--- src/design/ldm_defines.vh ---
`ifndef LDM_DEFINES_VH
`define LDM_DEFINES_VH

// ----------------------------------------------------------------
// register offsets
// ----------------------------------------------------------------
`define LDM_ADDR_CHIP_EN      7'h00
`define LDM_ADDR_DEV_CFG      7'h01
`define LDM_ADDR_FLAGS        7'h02
`define LDM_ADDR_CLR_FLAGS    7'h03
`define LDM_ADDR_GLOBAL_SCALE 7'h66
`define LDM_ADDR_SW_RESET     7'h78

// ----------------------------------------------------------------
// field positions and reset values
// ----------------------------------------------------------------
`define LDM_BIT_CHIP_EN       0
`define LDM_BIT_PSAVE_EN      0
`define LDM_BIT_MAX_CUR_OPT   1
`define LDM_BIT_FLAG_PREOTP   0
`define LDM_BIT_FLAG_PREUVLO  1
`define LDM_BIT_FLAG_OPEN     2
`define LDM_BIT_FLAG_SHORT    3
`define LDM_SW_RESET_KEY      8'hff
`define LDM_RST_CHIP_EN       1'h0
`define LDM_RST_DEV_CFG       2'h3
`define LDM_RST_GSCALE        6'h00
`define LDM_GAIN_BASE         8'h15
`define LDM_GAIN_STEP         8'h03
`define LDM_FRAME_BITS        5'h10

// ----------------------------------------------------------------
// timing, clock 20 mhz
// ----------------------------------------------------------------
`define LDM_CLK_HZ            20000000
`define LDM_RST_SHORT_MS      1
`define LDM_RST_LONG_MS       20
`define LDM_EN_OFF_MS         25
`define LDM_PSAVE_MS          30
`define LDM_CYC_PER_MS        (`LDM_CLK_HZ / 1000)

`endif

--- src/design/ldm_spi_slave.v ---
`timescale 1ns/1ps
// mode 0 spi slave; sclk and cs are already synchronised by the caller
module ldm_spi_slave (
  input  wire       clock,
  input  wire       ce,
  input  wire       srst,
  input  wire       sclk_s,
  input  wire       cs_n_s,
  input  wire       mosi_s,
  input  wire [7:0] rd_data,
  output reg        wr_stb,
  output reg        cmd_stb,
  output reg  [6:0] addr,
  output reg  [7:0] wr_data,
  output reg        miso,
  output reg        miso_oe
);
`include "ldm_defines.vh"

  reg        sclk_d_r;
  reg [4:0]  cnt_r;
  reg [15:0] sh_r;
  reg [7:0]  tx_r;
  reg        rd_r;
  wire       rise = sclk_s & ~sclk_d_r;
  wire       fall = ~sclk_s & sclk_d_r;

  always @(posedge clock) begin
    if (srst) begin
      sclk_d_r <= 1'b0;
      cnt_r    <= 5'h00;
      sh_r     <= 16'h0000;
      tx_r     <= 8'h00;
      rd_r     <= 1'b0;
      wr_stb   <= 1'b0;
      cmd_stb  <= 1'b0;
      addr     <= 7'h00;
      wr_data  <= 8'h00;
      miso     <= 1'b0;
      miso_oe  <= 1'b0;
    end else if (ce) begin
      sclk_d_r <= sclk_s;
      wr_stb   <= 1'b0;
      cmd_stb  <= 1'b0;
      miso_oe  <= ~cs_n_s;
      if (cs_n_s) begin
        cnt_r <= 5'h00;
        rd_r  <= 1'b0;
      end else begin
        if (rise && cnt_r != `LDM_FRAME_BITS) begin
          sh_r  <= {sh_r[14:0], mosi_s};
          cnt_r <= cnt_r + 5'h01;
          if (cnt_r == 5'h07) begin
            addr <= {sh_r[5:0], mosi_s};
            rd_r <= ~sh_r[6];
          end
          if (cnt_r == 5'h0f) begin
            cmd_stb <= 1'b1;
            if (sh_r[14]) begin
              wr_data <= {sh_r[6:0], mosi_s};
              wr_stb  <= 1'b1;
            end
          end
        end
        if (fall) begin
          if (cnt_r == 5'h08 && rd_r) begin
            miso <= rd_data[7];
            tx_r <= {rd_data[6:0], 1'b0};
          end else begin
            miso <= tx_r[7];
            tx_r <= {tx_r[6:0], 1'b0};
          end
        end
      end
    end
  end
endmodule

--- src/design/ldm_top.v ---
`timescale 1ns/1ps
// Notes on behaviour
// - fault output driven low while any unmasked fault condition is active.
// - only undervoltage lockout and over-temperature change mode; others only report.
// - spi slave used when interface select high; no i2c path, the spi is held idle when low.
// - digital logic enabled only while digital reset pin is high; only the spi slave is held in reset while it is low.
// - reset pin low 1 to 20 ms resets only the serial interface.
// - reset pin low over 20 ms returns all registers to defaults.
// - global dimming code 6 bits at 0x66; gain 21 plus 3 times n.
// - full scale current scaled by option/4 plus 3/4.
// - enable rising enters initialization and resets registers.
// - 0xff to software reset or undervoltage enters initialization.
// - device enable bit one enters normal mode.
// - power save after leds off over 30 ms when enabled.
// - any serial command in power save returns to normal.
// - enable low over 25 ms enters shutdown from any mode.
// - device enable zero enters standby; outputs off, registers kept.
// - over-temperature enters thermal shutdown until it clears.
// - serial data output high impedance until select goes low.
// - spi mode 0, sample on rising edge, clock idles low.
// - write bit one, seven address bits, eight data bits.
// - data committed on the final rising edge of the frame.
// - read when bit zero; unused addresses return zero.
// - read data driven on falling edges from the next cycle.
module ldm_top (
  input  wire       clock,
  input  wire       ce,
  input  wire       srst,
  input  wire       enable_pin,
  input  wire       digital_reset_pin_n,
  input  wire       interface_select_pin,
  input  wire       select_line_pin,
  input  wire       serial_clock_pin,
  input  wire       serial_data_pin_in,
  input  wire       undervoltage_lockout,
  input  wire       over_temperature,
  input  wire       early_undervoltage_warning,
  input  wire       early_over_temperature,
  input  wire       channel_open,
  input  wire       channel_short,
  input  wire       leds_all_off,
  output reg        serial_data_pin_out,
  output reg        serial_data_pin_oe,
  output reg        fault_pin_out,
  output reg        fault_pin_oe,
  output reg  [2:0] mode,
  output reg        outputs_enable,
  output reg        analog_enable,
  output reg  [7:0] current_gain,
  output reg        max_current_option,
  output reg  [5:0] global_dimming_code
);
`include "ldm_defines.vh"

  // ----------------------------------------------------------------
  // modes
  // ----------------------------------------------------------------
  localparam M_SHUTDOWN = 3'h0;
  localparam M_INIT     = 3'h1;
  localparam M_STANDBY  = 3'h2;
  localparam M_NORMAL   = 3'h3;
  localparam M_PSAVE    = 3'h4;
  localparam M_THERMAL  = 3'h5;

  localparam [31:0] RST_SHORT_CYC = `LDM_RST_SHORT_MS * `LDM_CYC_PER_MS;
  localparam [31:0] RST_LONG_CYC  = `LDM_RST_LONG_MS * `LDM_CYC_PER_MS;
  localparam [31:0] EN_OFF_CYC    = `LDM_EN_OFF_MS * `LDM_CYC_PER_MS;
  localparam [31:0] PSAVE_CYC     = `LDM_PSAVE_MS * `LDM_CYC_PER_MS;

  // gain = 21 + 3 * n, n is the code with its top bit inverted
  function [7:0] gain_of;
    input [5:0] code;
    reg   [5:0] n;
    begin
      n       = {~code[5], code[4:0]};
      gain_of = `LDM_GAIN_BASE + `LDM_GAIN_STEP * {2'h0, n};
    end
  endfunction

  // one decode for the software reset and clear-flags writes that a completed write frame targets
  function wr_hit;
    input       stb;
    input [6:0] a;
    input [6:0] target;
    begin
      wr_hit = stb && a == target;
    end
  endfunction

  // thermal shutdown keeps the analog side up; only the sinks are off
  function analog_on;
    input [2:0] m;
    begin
      analog_on = m == M_NORMAL || m == M_THERMAL;
    end
  endfunction

  // ----------------------------------------------------------------
  // input synchronisers
  // ----------------------------------------------------------------
  reg [12:0] s1_r;
  reg [12:0] s2_r;
  // select line resets to its idle high level, so no frame starts at release
  always @(posedge clock) begin
    if (srst) begin
      s1_r <= 13'h000a;
      s2_r <= 13'h000a;
    end else if (ce) begin
      s1_r <= {leds_all_off, channel_short, channel_open, early_over_temperature,
               early_undervoltage_warning, over_temperature, undervoltage_lockout,
               serial_data_pin_in, serial_clock_pin, select_line_pin,
               interface_select_pin, digital_reset_pin_n, enable_pin};
      s2_r <= s1_r;
    end
  end
  wire en_s    = s2_r[0];
  wire digital_reset_pin_s  = s2_r[1];
  wire spi_sel = s2_r[2];
  wire cs_n_s  = s2_r[3] | ~spi_sel;
  wire sclk_s  = s2_r[4] & spi_sel;
  wire mosi_s  = s2_r[5];
  wire undervoltage_lockout_s  = s2_r[6];
  wire otp_s   = s2_r[7];
  wire puv_s   = s2_r[8];
  wire pot_s   = s2_r[9];
  wire open_s  = s2_r[10];
  wire short_s = s2_r[11];
  wire off_s   = s2_r[12];

  // ----------------------------------------------------------------
  // reset pin pulse width decode
  // ----------------------------------------------------------------
  reg [31:0] rlow_r;
  reg        if_rst_r;
  reg        all_rst_r;
  always @(posedge clock) begin
    if (srst) begin
      rlow_r    <= 32'h00000000;
      if_rst_r  <= 1'b0;
      all_rst_r <= 1'b0;
    end else if (ce) begin
      if_rst_r  <= 1'b0;
      all_rst_r <= 1'b0;
      // counter saturates, so a very long low never wraps into a short pulse
      if (!digital_reset_pin_s) begin
        if (rlow_r != RST_LONG_CYC + 32'h1)
          rlow_r <= rlow_r + 32'h1;
        if (rlow_r == RST_LONG_CYC)
          all_rst_r <= 1'b1;
      end else begin
        rlow_r <= 32'h00000000;
        if (rlow_r >= RST_SHORT_CYC && rlow_r <= RST_LONG_CYC)
          if_rst_r <= 1'b1;
      end
    end
  end

  // spi logic held while the reset pin is low, or on a short pulse
  wire spi_rst = srst | ~digital_reset_pin_s | if_rst_r;

  // ----------------------------------------------------------------
  // spi slave
  // ----------------------------------------------------------------
  wire       wr_stb;
  wire       cmd_stb;
  wire [6:0] spi_addr;
  wire [7:0] spi_wdata;
  wire       spi_miso;
  wire       spi_oe;
  reg  [7:0] rd_data;

  ldm_spi_slave u_spi (
    .clock   (clock),
    .ce      (ce),
    .srst    (spi_rst),
    .sclk_s  (sclk_s),
    .cs_n_s  (cs_n_s),
    .mosi_s  (mosi_s),
    .rd_data (rd_data),
    .wr_stb  (wr_stb),
    .cmd_stb (cmd_stb),
    .addr    (spi_addr),
    .wr_data (spi_wdata),
    .miso    (spi_miso),
    .miso_oe (spi_oe)
  );

  // ----------------------------------------------------------------
  // registers
  // ----------------------------------------------------------------
  reg       chip_en_r;
  reg [1:0] dev_cfg_r;
  reg [5:0] gscale_r;
  reg [3:0] flags_r;
  reg       en_d_r;
  wire      en_rise  = en_s & ~en_d_r;
  wire      sw_reset = wr_hit(wr_stb, spi_addr, `LDM_ADDR_SW_RESET) &&
                       spi_wdata == `LDM_SW_RESET_KEY;
  // lockout and a long reset pin low return every register to its default
  wire      reg_rst  = en_rise | sw_reset | undervoltage_lockout_s | all_rst_r;
  wire [3:0] flag_set = {short_s, open_s, puv_s, pot_s};
  wire       clr_wr   = wr_hit(wr_stb, spi_addr, `LDM_ADDR_CLR_FLAGS);
  // level faults and latched flags both hold the pin low until cleared
  wire       fault_any = undervoltage_lockout_s | otp_s | (|flags_r) | (|flag_set);

  always @(posedge clock) begin
    if (srst) begin
      chip_en_r <= `LDM_RST_CHIP_EN;
      dev_cfg_r <= `LDM_RST_DEV_CFG;
      gscale_r  <= `LDM_RST_GSCALE;
      flags_r   <= 4'h0;
      en_d_r    <= 1'b0;
    end else if (ce) begin
      en_d_r <= en_s;
      if (reg_rst) begin
        chip_en_r <= `LDM_RST_CHIP_EN;
        dev_cfg_r <= `LDM_RST_DEV_CFG;
        gscale_r  <= `LDM_RST_GSCALE;
        flags_r   <= 4'h0;
      end else begin
        // set wins over clear
        flags_r <= (flags_r & ~(clr_wr ? spi_wdata[3:0] : 4'h0)) | flag_set;
        if (wr_stb) begin
          case (spi_addr)
            `LDM_ADDR_CHIP_EN:      chip_en_r <= spi_wdata[`LDM_BIT_CHIP_EN];
            `LDM_ADDR_DEV_CFG:      dev_cfg_r <= spi_wdata[1:0];
            `LDM_ADDR_GLOBAL_SCALE: gscale_r  <= spi_wdata[5:0];
            default:                chip_en_r <= chip_en_r;
          endcase
        end
      end
    end
  end

  // ----------------------------------------------------------------
  // register read
  // ----------------------------------------------------------------
  always @* begin
    case (spi_addr)
      `LDM_ADDR_CHIP_EN:      rd_data = {7'h00, chip_en_r};
      `LDM_ADDR_DEV_CFG:      rd_data = {6'h00, dev_cfg_r};
      `LDM_ADDR_FLAGS:        rd_data = {1'b0, mode, flags_r};
      `LDM_ADDR_GLOBAL_SCALE: rd_data = {2'h0, gscale_r};
      default:                rd_data = 8'h00;
    endcase
  end

  // ----------------------------------------------------------------
  // mode machine
  // ----------------------------------------------------------------
  reg [2:0]  mode_nxt;
  reg [31:0] enlow_r;
  reg [31:0] off_r;
  wire       en_off_long = enlow_r > EN_OFF_CYC;
  wire       off_long    = off_r > PSAVE_CYC;
  // both windows saturate; they span tens of ms at this clock

  always @(posedge clock) begin
    if (srst) begin
      enlow_r <= 32'h00000000;
      off_r   <= 32'h00000000;
    end else if (ce) begin
      if (en_s)
        enlow_r <= 32'h00000000;
      else if (!en_off_long)
        enlow_r <= enlow_r + 32'h1;
      if (!off_s || mode != M_NORMAL)
        off_r <= 32'h00000000;
      else if (!off_long)
        off_r <= off_r + 32'h1;
    end
  end

  // only undervoltage_lockout and otp act; other faults only report
  always @* begin
    mode_nxt = mode;
    if (en_off_long)
      mode_nxt = M_SHUTDOWN;
    else if (undervoltage_lockout_s || sw_reset || en_rise)
      mode_nxt = M_INIT;
    else begin
      case (mode)
        M_SHUTDOWN: mode_nxt = en_s ? M_INIT : M_SHUTDOWN;
        // init lasts one cycle after its cause ends; the registers are already at defaults there
        M_INIT:     mode_nxt = chip_en_r ? M_NORMAL : M_STANDBY;
        M_STANDBY:  mode_nxt = chip_en_r ? M_NORMAL : M_STANDBY;
        M_NORMAL: begin
          if (otp_s)
            mode_nxt = M_THERMAL;
          else if (!chip_en_r)
            mode_nxt = M_STANDBY;
          else if (dev_cfg_r[`LDM_BIT_PSAVE_EN] && off_long)
            mode_nxt = M_PSAVE;
        end
        M_PSAVE: begin
          if (otp_s)
            mode_nxt = M_THERMAL;
          else if (!chip_en_r)
            mode_nxt = M_STANDBY;
          else if (cmd_stb)
            mode_nxt = M_NORMAL;
        end
        M_THERMAL:  mode_nxt = otp_s ? M_THERMAL : M_NORMAL;
        default:    mode_nxt = M_SHUTDOWN;
      endcase
    end
  end

  // ----------------------------------------------------------------
  // output stage
  // ----------------------------------------------------------------
  always @(posedge clock) begin
    if (srst) begin
      mode                <= M_SHUTDOWN;
      outputs_enable      <= 1'b0;
      analog_enable       <= 1'b0;
      fault_pin_out       <= 1'b0;
      fault_pin_oe        <= 1'b0;
      serial_data_pin_out <= 1'b0;
      serial_data_pin_oe  <= 1'b0;
      current_gain        <= 8'h00;
      max_current_option  <= 1'b1;
      global_dimming_code <= 6'h00;
    end else if (ce) begin
      mode           <= mode_nxt;
      outputs_enable <= mode_nxt == M_NORMAL;
      analog_enable  <= analog_on(mode_nxt);
      fault_pin_out  <= 1'b0;
      fault_pin_oe   <= fault_any;
      serial_data_pin_out <= spi_miso;
      serial_data_pin_oe  <= spi_oe & spi_sel;
      current_gain        <= gain_of(gscale_r);
      max_current_option  <= dev_cfg_r[`LDM_BIT_MAX_CUR_OPT];
      global_dimming_code <= gscale_r;
    end
  end
endmodule

--- config.mk ---
export PLATFORM = sky130hd
export DESIGN_NAME = ldm_top
export DESIGN_NICKNAME = d
export VERILOG_FILES = /design/src/design/ldm_spi_slave.v /design/src/design/ldm_top.v
export VERILOG_INCLUDE_DIRS = /design/src /design/src/design
export SDC_FILE = /design/constraint.sdc
export NUM_CORES = 1
export LEC_CHECK = 0
export BUFFER_PORTS_ARGS = -buffer_cell sky130_fd_sc_hd__buf_2
export CORE_MARGIN = 2
export CORE_UTILIZATION = 53
export DETAILED_ROUTE_END_ITERATION = 8
export PLACE_DENSITY = 0.74
export SYNTH_ARGS = -nofsm -noshare
export SYNTH_HDL_FRONTEND = slang
export SYNTH_SLANG_ARGS = --single-unit
--- constraint.sdc ---
create_clock -name clock -period 6.55 [get_ports clock]
set_input_delay 1.31 -clock clock [delete_from_list [all_inputs] [get_ports clock]]
set_output_delay 1.31 -clock clock [all_outputs]
set_load 0.1 [all_outputs]
==> results by group <==
Placement
  • Hpwl dp: 13300 microns
  • Worst slack, placed: 2580 ps
  • Port Buf Inserts: 38
  • Routability cong.: 0.822
  • Placed cell count: 1333

GRT
  • Number of global-route vias before repair: 7310
  • Initial antenna violation count: 0
  • Grt total ovfl: 0
  • Largest net degree at the start of global routing: 59
  • First-pass GRT wire length: 34500 microns
  • Total track usage: 20.6%

Final layout
  • Final net count: 1166
  • ANT cells: 0
  • Multi-input logic area: 4990 sq um
  • Area growth from synthesis to layout: 10.8%
  • Commonest non-fill, non-tap cell in the layout: dfxtp_1
  • Commonest non-fill, non-tap cells in the layout: dfxtp_1, nor2_1, nand2_1, a21oi_1, nand3_1
  • Fin cells: 1370
  • Fill count: 1602
  • Reg area: 4180 sq um
  • Layout cells sized above 1: 8.76%

Timing
  • Actual slew at the worst max-slew pin: 1180 ps
  • Tcrit/Tclk final: 53.6%
  • Final min period: 3510 ps
  • Setup violators final: 0
  • Fmax: 0.285 GHz
  • Max-slew headroom: 20.4%
  • Setup ws final: 3040 ps
  • Setup TNS: 0 ps
  • Final Slew Violations: 0
  • Final Hold Viols: 0
  • RSZ-0062 raised after global routing: false
  • Final Skew: 8.20 ps

Worst hold path
  • Hold crit path type: flop to flop
  • Worst Hold Launch: if_rst_r$_SDFFE_PP0P_

Clock network
  • PostCTS Resize Cnt: 0
  • TritonCTS Sinks: 209
  • Clock transition at path regs: 60 ps
  • CTS Buffer Depth: 3
  • TritonCTS clock tree: done
  • Later-pin clock latency in the skew report: 500 ps
  • Root buffer cell: clkbuf_16
  • Setup bufs post-CTS: 0
  • TritonCTS buffer count: 22
  • Hold Buf Count CTS: 0
  • H-tree levels: 1

Synthesis
  • Sequential area share after synthesis: 43.9%
  • Flops & latches, synth: 209
  • Main area contributors after synthesis: dfxtp_1, nor2_1, a21oi_1, mux2i_1, nand2_1
  • Synth area leader: dfxtp_1
  • Cells after Synth: 1112
  • Post-synth cell types: 70
  • Yosys top cell area share: 43.9%
  • Syn Area/Cell: 8.57 sq um
  • Top FF cell, synth: dfxtp_1
  • Mapped Nets: 1150
  • Synth warnings: 0
  • Cell Area, Synth: 9530 sq um
  • EDFF count, synth: 0
  • Async set-reset flop share out of synthesis: 0%

Critical path
  • FF-to-FF Start: u_spi.cnt_r[0]$_SDFFE_PP0P_
  • Worst Setup Path Type: input port to flop
  • Critical Path Sink: rlow_r[31]$_SDFFE_PP0P_
  • Reg2reg end: u_spi.addr[0]$_SDFFE_PP0P_
  • R2R depth: 8
  • CP Max Fanout: 57
  • Worst reg-to-reg setup slack: 3650 ps
  • Type of origin of the critical path: input port
  • Crit end category: flop
  • Beginning of the critical path: ce
  • Required time worst endpoint: 6890 ps
  • Worst Path Arrival: 3850 ps

Detailed routing
  • Initial DRC count: 547
  • Via total after detailed routing: 7724
  • Final wirelength: 19900 microns
  • Drt pass-1 iters: 5
  • Wirelength per Cell: 14.5 microns
  • Vias per cell: 5.64
  • Final routed DRC violation total: 0
  • Post-DRT Antenna Nets: 0

Status
  • Outcome: finished clean

Die
  • Top Ports: 40
  • Initial Util: 53.6%
  • Die Height: 138 microns
  • Die W: 138 microns
  • Core Rows: 49
  • Core Area: 17800 sq um
  • Die Footprint: 19100 sq um

Power
  • Pwr Density: 253 nW/um^2
  • Maximum VDD drop: 0.169 mV
  • Leak pwr: 3.87 nW
  • Clk pwr share: 46.2%
  • Sw Ratio: 22.9%
  • Internal cell power: 2.06 mW
  • Combinational Power Share: 5.1%
  • Net Sw Power: 0.611 mW
  • Sequential share of power: 48.8%

Job
  • Max Cap Viol: 0
layer usage:
layer | part of all wire (%) | global-route usage (%)
met1 | 49 | 28.9
met4 | 0.99 | 4.35
met5 | 0 | 0
met2 | 46 | 33.9
met3 | 3.7 | 3.33
power by group through the flow:
stage	Sequential [mW]	Clock [mW]	Combinational, mW
floorplan	1.35	0	0.0802
global placement	1.33	0	0.134
detailed placement	1.33	0	0.136
CTS	1.30	1.26	0.136
global route	1.30	1.31	0.148
finish	1.30	1.23	0.135
how the worst min path moves through the flow:
stage,endpoint,cells after the start
3_5_place_dp,if_rst_r$_SDFFE_PP0P_,2
4_1_cts,if_rst_r$_SDFFE_PP0P_,2
3_3_place_gp,if_rst_r$_SDFFE_PP0P_,2
6_report,if_rst_r$_SDFFE_PP0P_,2
2_1_floorplan,if_rst_r$_SDFFE_PP0P_,2
5_1_grt,off_r[29]$_SDFFE_PP0P_,1
layout make-up:
type / count / area share, %
clock buffer: 28 / 5.72
clock inverter: 9 / 1.05
tap: 229 / 2.71
timing repair buffer: 46 / 2.39
multi-input combinational: 814 / 47.3
sequential: 209 / 39.6
inverter: 35 / 1.24
cell usage after synthesis (4+ instances only):
master and instances:
dfxtp_1 209, nor2_1 145, nand2_1 104, a21oi_1 94
nand3_1 51, mux2i_1 47, clkbuf_1 40, o21ai_0 35
inv_1 34, xor2_1 29, xnor2_1 25, and2_1 23
nand4_1 23, ha_1 21, nor4_1 20, nor3_1 17
or3_1 16, and3_1 13, nand2b_1 12, nor2b_1 12
a211oi_1 11, buf_1 9, a211o_1 7, a21o_1 7
a22oi_1 6, and4_1 6, nand3b_1 6, o21a_1 6
o31ai_1 6, a22o_1 5, nand4b_1 5, a311oi_1 4
a31oi_1 4, nor4b_1 4, or4_1 4
state kept, by name, indices dropped and copies added (netlist names), 2 cells and up:
name and count:
u_spi.tx_r 7, u_spi.sh_r 15, dev_cfg_r 2, global_dimming_code 6, u_spi.addr 7, s1_r 13, u_spi.wr_data 8, rlow_r 32
current_gain 8, gscale_r 6, mode 3, s2_r 13, enlow_r 32, u_spi.cnt_r 5, off_r 32, flags_r 4
metrics by stage:
step | hold slack [ps] | power, mW | utilization, % | area (sq um)
finish | 447 | 2.67 | 59.4 | 10600
global route | 477 | 2.76 | 59.4 | 10600
CTS | 452 | 2.70 | 59.4 | 10600
detailed placement | 438 | 1.46 | 55.4 | 9850
global placement | 432 | 1.46 | 55.4 | 9850
floorplan | 417 | 1.43 | - | 9530
worst max-delay path: stages:
cell and delay [ps]:
buf_4 300, buf_4 650, nand4_1 450, or4_1 520, nor2_1 230, nand3_1 150, xor2_1 160, nor2_1 70
kinds of logic after synthesis:
family,count (synthesis),synth area share (%)
AND/OR/NAND/NOR,482,25.5
flip-flops,209,43.9
AO/OA/AOI/OAI,207,13.9
buffers and inverters,89,3.73
XOR/XNOR,54,4.96
multiplexers,48,5.05
adder cells (fa/ha/maj),22,2.97
other,1,0.0393
No activity file was read; power rests on OpenSTA's default activity.
